[src/inc/synth_pkg.sv]
`default_nettype none
package synth_pkg;
    localparam int WORD_W = 32;
    localparam int REG_COUNT = 16;
    localparam int SEL_W = 4;
    // ------------------------------------------------------------
    // pin slots in the synchroniser vector
    // ------------------------------------------------------------
    localparam int PIN_COUNT = 5;
    localparam int PIN_SCLK = 0;
    localparam int PIN_DATA = 1;
    localparam int PIN_LOAD = 2;
    localparam int PIN_CE = 3;
    localparam int PIN_RFPD = 4;
    // ------------------------------------------------------------
    // fields inside the loaded words
    // ------------------------------------------------------------
    localparam int RF_EN_REG = 6;
    localparam int RF_EN_BIT = 6;
    localparam int PD_REG = 4;
    localparam int PD_BIT = 5;
    localparam int MUX_REG = 4;
    localparam int MUX_LSB = 27;
    localparam int MUX_W = 3;
    // ------------------------------------------------------------
    // register bus map (byte addresses)
    // ------------------------------------------------------------
    localparam int BUS_ADDR_W = 8;
    localparam logic [7:0] OFS_WORDS = 8'h00;
    localparam logic [7:0] OFS_STATUS = 8'h40;
    localparam logic [7:0] OFS_CONTROL = 8'h44;
    localparam int CTRL_ACCEPT_BIT = 0;
    localparam logic [31:0] CONTROL_RESET = 32'h0000_0001;
    localparam logic [31:0] WORD_RESET = 32'h0000_0000;
    typedef logic [WORD_W-1:0] word_t;
    typedef enum logic [MUX_W-1:0] {
        MON_LOW = 3'b000,
        MON_HIGH = 3'b001,
        MON_REF_DIV = 3'b010,
        MON_RF_DIV = 3'b011,
        MON_ANALOG_LD = 3'b100,
        MON_DIGITAL_LD = 3'b101
    } mon_sel_e;
endpackage : synth_pkg
`default_nettype wire

[src/inc/load_if.sv]
`default_nettype none
interface load_if;
    import synth_pkg::*;
    word_t word;
    logic load;
    logic ce_level;
    logic rfpd_n_level;
    modport src(output word, output load, output ce_level, output rfpd_n_level);
    modport dst(input word, input load, input ce_level, input rfpd_n_level);
endinterface : load_if
`default_nettype wire

[src/rtl/synth_serial_load_and_power_ctrl.sv]
// Overview of operation
// - every rising serial clock edge shifts one data bit into a 32-bit register.
// - words arrive msb first; the four lowest bits name the target register.
// - a rising load strobe copies the shifted word into the named register.
// - chip enable low powers down and puts the charge pump output in high impedance.
// - chip enable high powers up only as far as the software power-down bit allows.
// - loaded register contents survive a chip-enable power-down.
// - rf power-down pin low disables only the main rf output; a software bit does too.
// - main rf output is off when register 6 enable is clear or the pin is low.
// - monitor output shows lock detects or scaled divider signals as configured.
// - a three-bit field in register 4 selects the monitor source.
//
// The register addresses and the strobed register port were left to the implementer.
`default_nettype none
module synth_serial_load_and_power_ctrl
    import synth_pkg::*;
(
    input wire logic core_clk,
    input wire logic resetn,
    input wire logic sclk,
    input wire logic sdata,
    input wire logic load_strobe,
    input wire logic chip_enable,
    input wire logic rf_output_power_down_n,
    input wire logic charge_pump_drive,
    input wire logic digital_lock_detect,
    input wire logic analog_lock_detect,
    input wire logic scaled_rf_div,
    input wire logic scaled_ref_div,
    input wire logic [BUS_ADDR_W-1:0] bus_addr,
    input wire logic [31:0] bus_wdata,
    input wire logic bus_wr,
    input wire logic bus_rd,
    output logic [31:0] bus_rdata,
    output logic charge_pump_output,
    output logic charge_pump_output_oe,
    output logic chip_powered,
    output logic main_rf_output,
    output logic monitor_mux_output
);
    // ------------------------------------------------------------
    // reset release
    // ------------------------------------------------------------
    logic rst_meta;
    logic rst_n;

    always_ff @(posedge core_clk or negedge resetn) begin
        if (!resetn) begin
            rst_meta <= 1'b0;
            rst_n <= 1'b0;
        end else begin
            rst_meta <= 1'b1;
            rst_n <= rst_meta;
        end
    end

    // ------------------------------------------------------------
    // serial port
    // ------------------------------------------------------------
    load_if lnk();

    serial_shifter u_shifter (
        .core_clk(core_clk),
        .rst_n(rst_n),
        .sclk(sclk),
        .sdata(sdata),
        .load_strobe(load_strobe),
        .chip_enable(chip_enable),
        .rf_output_power_down_n(rf_output_power_down_n),
        .lnk(lnk)
    );

    // ------------------------------------------------------------
    // internal registers
    // ------------------------------------------------------------
    word_t regs [REG_COUNT];
    logic [31:0] control;
    logic [15:0] load_count;
    logic [SEL_W-1:0] last_sel;
    logic accept;
    logic [SEL_W-1:0] load_sel;

    assign accept = lnk.load & control[CTRL_ACCEPT_BIT];
    assign load_sel = lnk.word[SEL_W-1:0];

    // chip enable is deliberately absent here so contents ride through power-down
    // load named register
    always_ff @(posedge core_clk or negedge rst_n) begin
        if (!rst_n) begin
            for (int i = 0; i < REG_COUNT; i++) begin
                regs[i] <= WORD_RESET;
            end
        end else if (accept) begin
            regs[load_sel] <= lnk.word;
        end
    end

    always_ff @(posedge core_clk or negedge rst_n) begin
        if (!rst_n) begin
            load_count <= '0;
            last_sel <= '0;
        end else if (accept) begin
            load_count <= load_count + 16'h0001;
            last_sel <= load_sel;
        end
    end

    // ------------------------------------------------------------
    // power and rf output control
    // ------------------------------------------------------------
    logic sw_power_down;
    logic rf_enable_bit;
    mon_sel_e mon_sel;
    logic next_monitor;

    assign sw_power_down = regs[PD_REG][PD_BIT];
    assign rf_enable_bit = regs[RF_EN_REG][RF_EN_BIT];
    assign mon_sel = mon_sel_e'(regs[MUX_REG][MUX_LSB +: MUX_W]);

    always_ff @(posedge core_clk or negedge rst_n) begin
        if (!rst_n) begin
            chip_powered <= 1'b0;
            charge_pump_output_oe <= 1'b0;
            charge_pump_output <= 1'b0;
        end else begin
            chip_powered <= lnk.ce_level & ~sw_power_down;
            charge_pump_output_oe <= lnk.ce_level & ~sw_power_down;
            charge_pump_output <= charge_pump_drive;
        end
    end

    always_ff @(posedge core_clk or negedge rst_n) begin
        if (!rst_n) begin
            main_rf_output <= 1'b0;
        end else begin
            main_rf_output <= lnk.ce_level & ~sw_power_down & rf_enable_bit & lnk.rfpd_n_level;
        end
    end

    always_comb begin
        unique case (mon_sel)
            MON_LOW: next_monitor = 1'b0;
            MON_HIGH: next_monitor = 1'b1;
            MON_REF_DIV: next_monitor = scaled_ref_div;
            MON_RF_DIV: next_monitor = scaled_rf_div;
            MON_ANALOG_LD: next_monitor = analog_lock_detect;
            MON_DIGITAL_LD: next_monitor = digital_lock_detect;
            default: next_monitor = 1'b0;
        endcase
    end

    always_ff @(posedge core_clk or negedge rst_n) begin
        if (!rst_n) begin
            monitor_mux_output <= 1'b0;
        end else begin
            monitor_mux_output <= next_monitor;
        end
    end

    // ------------------------------------------------------------
    // register bus
    // ------------------------------------------------------------
    always_ff @(posedge core_clk or negedge rst_n) begin
        if (!rst_n) begin
            control <= CONTROL_RESET;
        end else if (bus_wr && bus_addr == OFS_CONTROL) begin
            control <= {31'h0000_0000, bus_wdata[CTRL_ACCEPT_BIT]};
        end
    end

    // read data stand only in the cycle after the strobe
    always_ff @(posedge core_clk or negedge rst_n) begin
        if (!rst_n) begin
            bus_rdata <= 32'h0000_0000;
        end else if (!bus_rd) begin
            bus_rdata <= 32'h0000_0000;
        end else if (bus_addr < OFS_STATUS && bus_addr[1:0] == 2'b00) begin
            bus_rdata <= regs[bus_addr[5:2]];
        end else if (bus_addr == OFS_STATUS) begin
            bus_rdata <= {load_count, 8'h00, last_sel, 1'b0, main_rf_output, charge_pump_output_oe, chip_powered};
        end else if (bus_addr == OFS_CONTROL) begin
            bus_rdata <= control;
        end else begin
            bus_rdata <= 32'h0000_0000;
        end
    end

    // ------------------------------------------------------------
    // checks
    // ------------------------------------------------------------
    // word lands in named slot
    a_load_target: assert property (@(posedge core_clk) disable iff (!rst_n)
        accept |=> regs[$past(load_sel)] == $past(lnk.word))
        else $error("loaded word not found in its register");

    a_ce_retain: assert property (@(posedge core_clk) disable iff (!rst_n)
        (!lnk.ce_level && !accept) |=> $stable(regs[RF_EN_REG]) && $stable(regs[PD_REG]))
        else $error("register contents changed during power-down");

    a_cp_hiz: assert property (@(posedge core_clk) disable iff (!rst_n)
        !lnk.ce_level |=> !charge_pump_output_oe && !chip_powered)
        else $error("charge pump driven while chip enable low");

    a_power_up: assert property (@(posedge core_clk) disable iff (!rst_n)
        lnk.ce_level |=> chip_powered == !$past(sw_power_down))
        else $error("power state does not follow the software bit");

    a_rf_pin_only: assert property (@(posedge core_clk) disable iff (!rst_n)
        (!lnk.rfpd_n_level && lnk.ce_level && !sw_power_down) |=> chip_powered && !main_rf_output)
        else $error("rf power-down pin reached beyond the rf output");

    // enable bit and pin both needed
    a_rf_enable: assert property (@(posedge core_clk) disable iff (!rst_n)
        ##1 main_rf_output |-> $past(rf_enable_bit) && $past(lnk.rfpd_n_level))
        else $error("rf output on while disabled");

    a_mon_lock: assert property (@(posedge core_clk) disable iff (!rst_n)
        mon_sel == MON_DIGITAL_LD |=> monitor_mux_output == $past(digital_lock_detect))
        else $error("monitor output does not show digital lock detect");

    a_mon_select: assert property (@(posedge core_clk) disable iff (!rst_n)
        mon_sel == MON_REF_DIV |=> monitor_mux_output == $past(scaled_ref_div))
        else $error("monitor select field ignored");
endmodule : synth_serial_load_and_power_ctrl
`default_nettype wire

[src/rtl/serial_shifter.sv]
`default_nettype none
module serial_shifter
    import synth_pkg::*;
(
    input wire logic core_clk,
    input wire logic rst_n,
    input wire logic sclk,
    input wire logic sdata,
    input wire logic load_strobe,
    input wire logic chip_enable,
    input wire logic rf_output_power_down_n,
    load_if.src lnk
);
    // ------------------------------------------------------------
    // pin synchronisers
    // ------------------------------------------------------------
    logic [PIN_COUNT-1:0] pins_raw;
    logic [PIN_COUNT-1:0] sync1;
    logic [PIN_COUNT-1:0] sync2;
    logic [PIN_COUNT-1:0] sync3;
    logic [PIN_COUNT-1:0] level;
    logic [PIN_COUNT-1:0] next_level;
    word_t shreg;
    word_t next_shreg;
    logic sclk_rise;
    logic load_rise;

    assign pins_raw = {rf_output_power_down_n, chip_enable, load_strobe, sdata, sclk};
    // a level only moves once the last two stages agree
    assign next_level = (sync2 & sync3) | (level & (sync2 ^ sync3));
    assign sclk_rise = next_level[PIN_SCLK] & ~level[PIN_SCLK];
    assign load_rise = next_level[PIN_LOAD] & ~level[PIN_LOAD];

    always_ff @(posedge core_clk or negedge rst_n) begin
        if (!rst_n) begin
            sync1 <= '0;
            sync2 <= '0;
            sync3 <= '0;
            level <= '0;
        end else begin
            sync1 <= pins_raw;
            sync2 <= sync1;
            sync3 <= sync2;
            level <= next_level;
        end
    end

    // ------------------------------------------------------------
    // shift and load
    // ------------------------------------------------------------
    // shift on clock rise
    assign next_shreg = sclk_rise ? {shreg[WORD_W-2:0], next_level[PIN_DATA]} : shreg;

    always_ff @(posedge core_clk or negedge rst_n) begin
        if (!rst_n) begin
            shreg <= '0;
        end else begin
            shreg <= next_shreg;
        end
    end

    // a clock edge and the strobe may land in one cycle; the shifted word wins
    // strobe rise loads
    always_ff @(posedge core_clk or negedge rst_n) begin
        if (!rst_n) begin
            lnk.load <= 1'b0;
            lnk.word <= '0;
        end else begin
            lnk.load <= load_rise;
            lnk.word <= next_shreg;
        end
    end

    assign lnk.ce_level = level[PIN_CE];
    assign lnk.rfpd_n_level = level[PIN_RFPD];

    a_shift_in: assert property (@(posedge core_clk) disable iff (!rst_n)
        sclk_rise |=> shreg == {$past(shreg[WORD_W-2:0]), $past(next_level[PIN_DATA])})
        else $error("shift register did not take the data bit");

    a_shift_hold: assert property (@(posedge core_clk) disable iff (!rst_n)
        !sclk_rise |=> $stable(shreg))
        else $error("shift register moved without a clock edge");
endmodule : serial_shifter
`default_nettype wire

[config.mk]
export PLATFORM = sky130hd
export DESIGN_NAME = synth_serial_load_and_power_ctrl
export DESIGN_NICKNAME = d
export VERILOG_FILES = /design/src/inc/synth_pkg.sv /design/src/inc/load_if.sv /design/src/rtl/synth_serial_load_and_power_ctrl.sv /design/src/rtl/serial_shifter.sv
export SDC_FILE = /design/constraint.sdc
export NUM_CORES = 1
export LEC_CHECK = 0
export BUFFER_PORTS_ARGS = -buffer_cell sky130_fd_sc_hd__buf_2
export CAP_MARGIN = 20
export CORE_MARGIN = 1.5
export CORE_UTILIZATION = 48
export CTS_CLUSTER_SIZE = 12
export DETAILED_ROUTE_END_ITERATION = 10
export GPL_TIMING_DRIVEN = 1
export SYNTH_ARGS = -nofsm -noshare
export SYNTH_HDL_FRONTEND = slang
export SYNTH_SLANG_ARGS = --single-unit
[constraint.sdc]
create_clock -name core_clk -period 59.4 [get_ports core_clk]
set_input_delay 5.94 -clock core_clk [delete_from_list [all_inputs] [get_ports core_clk]]
set_output_delay 5.94 -clock core_clk [all_outputs]
set_load 0.01 [all_outputs]
==> summary.md <==
| Metric | Value |
|---|---|
| CP Capture Type | `register` |
| Hold Worst Slack | `~0.27 ns` |
| Syn avg cell area | `15.6 sq um` |
| Largest net degree at the start of global routing | `approximately 180` |
| Setup Fix Bufs, Post-CTS | `0` |
| IO Count | `roughly 90` |
| Wirelength per Cell | `25.2 um` |
| Hpwl dp | `36.1 mm` |
| Synth Flop Type | `dfrtp_1` |
| Vias | `14,700` |
| Layout cells sized above 1 | `between 40% and 50%` |
| Fin crit share | `14.8%` |
| Ys async rst share | `100%` |
| Least-Margin Pin Slew | `approximately 1.1 ns` |
| CTS tree | `yes` |
| Max clock buf depth | `3` |
| Setup TNS | `0 ns` |
| Synthesis Warnings | `0` |
| DRC violations left | `0` |
| Critical path type | `primary input to register` |
| PwrDens | `30.2 nW/um^2` |
| Detailed Route Iter0 Violations | `between 900 and 1,000` |
| Post-cts resize count | `0` |
| FP Rows | `86` |
| Die Height | `~240 um` |
| Total CTS buffers | `69` |
| Cell area after placement | `roughly 28,000 sq um` |
| Final instance area | `between 30,000 and 40,000 sq um` |
| Cells after Synth | `1,715` |
| Post-synth EDFFs | `0` |
| Nets | `1,800` |
| GRT Util Overall | `between 20% and 30%` |
| #FFs+latches synth | `624` |
| Status | `complete, no violations` |
| Max Transition Viols Final | `0` |
| Final setup fails | `0` |
| Clk pin slew, worst setup/hold paths | `around 0.060 ns` |
| Worst setup SP type | `primary input` |
| Tmin final | `8.80 ns` |
| Grt ovf | `0` |
| Post-synthesis cell type count | `47` |
| Fmax | `114 MHz` |
| Register area share after synthesis | `about three fifths` |
| Unrepaired setup endpoints after global routing | `no` |
| Post-synth top cells | `dfrtp_1 (623), mux2_2 (440), mux4_2 (118)` |
| Port buffer count | `just under 60` |
| # H-tree levels | `3` |
| Count leader, synth | `dfrtp_1` |
| CP Data Arrival Time | `between 9 and 10 ns` |
| Die area | `57,300 sq um` |
| Post-Syn Area | `26,800 sq um` |
| Diode count | `0` |
| Clk_lat worst skew | `0.60 ns` |
| First-pass iteration count of the detailed router | `5` |
| Starting density of the core | `48.6%` |
| CP required | `between 50 and 60 ns` |
| Max_cap viols | `0` |
| Leak | `14.8 nW` |
| Synth area leader | `dfrtp_1` |
| Clk root buf | `clkbuf_16` |
| Clock Skew | `0.0170 ns` |
| Endpoints failing hold | `0` |
| Top cell type's share of synthesized area | `58.1%` |
| Max IR drop VDD | `0.0218 mV` |
| Core area | `around 55,000 sq um` |
| Vias per cell | `between 5 and 6` |
| Number of clock sinks seen by CTS | `624` |
| Antenna Nets Post-Route | `0` |
| Crit path max fanout | `51` |
| First-pass GRT wire length | `99.4 mm` |
| Layout area overhead | `12.0%` |
| Post-synthesis net count | `1,775` |
| Main area contributors after synthesis | `dfrtp_1 (58%), mux2_2 (18%), mux4_2 (9.9%)` |
| Chip width | `~240 um` |
| Headroom to the max-slew limit | `28.4%` |
| Antenna violations before repair | `0` |
| # hold bufs at CTS | `0` |
| Vias in the first global route | `15,900` |
| Worst min-delay path class | `register to async pin` |
| Routability Congestion | `0.764` |
| Routed WL | `about 64 mm` |
placed cells by master (no fill, tap or decap), types with 14 or more instances in the layout:
cell type,netlist,routed
a211oi_1,23,23
a21oi_1,44,44
and2_1,19,19
buf_2,66,56
buf_4,3,34
clkbuf_1,54,18
clkbuf_16,0,73
clkbuf_8,0,14
dfrtp_1,623,622
mux2_1,23,23
mux2_2,440,440
mux2_4,20,20
mux2i_1,52,52
mux4_2,118,118
nand2_1,32,31
nor2b_1,32,30
or2_2,28,28
power breakdown:
group	leakage, nW	internal (mW)	switching [mW]
sequential	8.65	0.431	0.0157
combinational	5.00	0.0123	0.0223
clock	1.11	0.257	0.169
state kept, by name (all words and copies together), names as in the netlist:
name                flops
u_shifter.sync3         5
u_shifter.level         5
control                 1
u_shifter.lnk.load      1
regs                  509
charge_pump_output      1
main_rf_output          1
rst_n                   1
rst_meta                1
u_shifter.sync2         5
u_shifter.lnk.word     32
bus_rdata              32
mon_sel                 3
last_sel                4
u_shifter.sync1         5
monitor_mux_output      1
load_count             16
chip_powered            1
stage by stage:
| stage | util (%) | std cells | setup WS (ns) | total power, mW |
|---|---|---|---|---|
| detailed placement | 50.4 | 2417 | 49.84 | 0.490 |
| CTS | 54.5 | 2535 | 50.47 | 0.920 |
| floorplan | - | 1715 | 40.72 | 0.475 |
| finish | 54.5 | 2535 | 50.60 | 0.908 |
| global route | 54.5 | 2535 | 50.27 | 0.940 |
| global placement | 50.4 | 2417 | 49.82 | 0.489 |
critical path, stage by stage:
cell	delay, ns
clkbuf_8	0.51
buf_4	0.66
buf_4	0.82
mux4_2	0.62
nor2b_1	0.15
a211oi_1	0.28
a211oi_1	0.13
routing by layer:
metal / global-route usage [%] / vias to the layer above / wire length [um]
met4: 6.54 / 0 / 1530
met1: 33.8 / 8049 / 30000
met2: 36.8 / 228 / 30100
met3: 3.73 / 104 / 2270
li1: - / 6322 / -
met5: 0 / - / 0
area by class of cell:
class,instances,area [sq um]
multi-input cells,949,10600
clock inverters,14,176
fillers,4475,25100
repair buffers,94,601
well taps,748,936
flip-flops and latches,624,15600
clock buffers,104,2070
inverters,2,7.51
cell families after synthesis:
logic type                 synth area share, %
adders and majority gates                0.280
AOI/OAI and AO/OA                         2.54
buffers and inverters                     2.50
DFF                                       58.2
xor gates and xnor gates                 0.490
other                                   0.0140
muxes                                     32.4
and+or+nand+nor                           3.58
path summary, 6_finish.rpt:
kind	to	cells after the start	start	slack (ns)
min reg2reg	u_shifter.sync1[2]	0	rst_n	0.27
max in group asynchronous	rst_n	1	resetn	54.17
max	bus_rdata[19]	7	bus_addr[2]	50.60
max reg2reg	regs[286]	5	control[0]	56.24
min	u_shifter.sync1[2]	0	rst_n	0.27
min in group core_clk	rst_n	0	rst_meta	0.35
(Power assumes the default switching activity.)
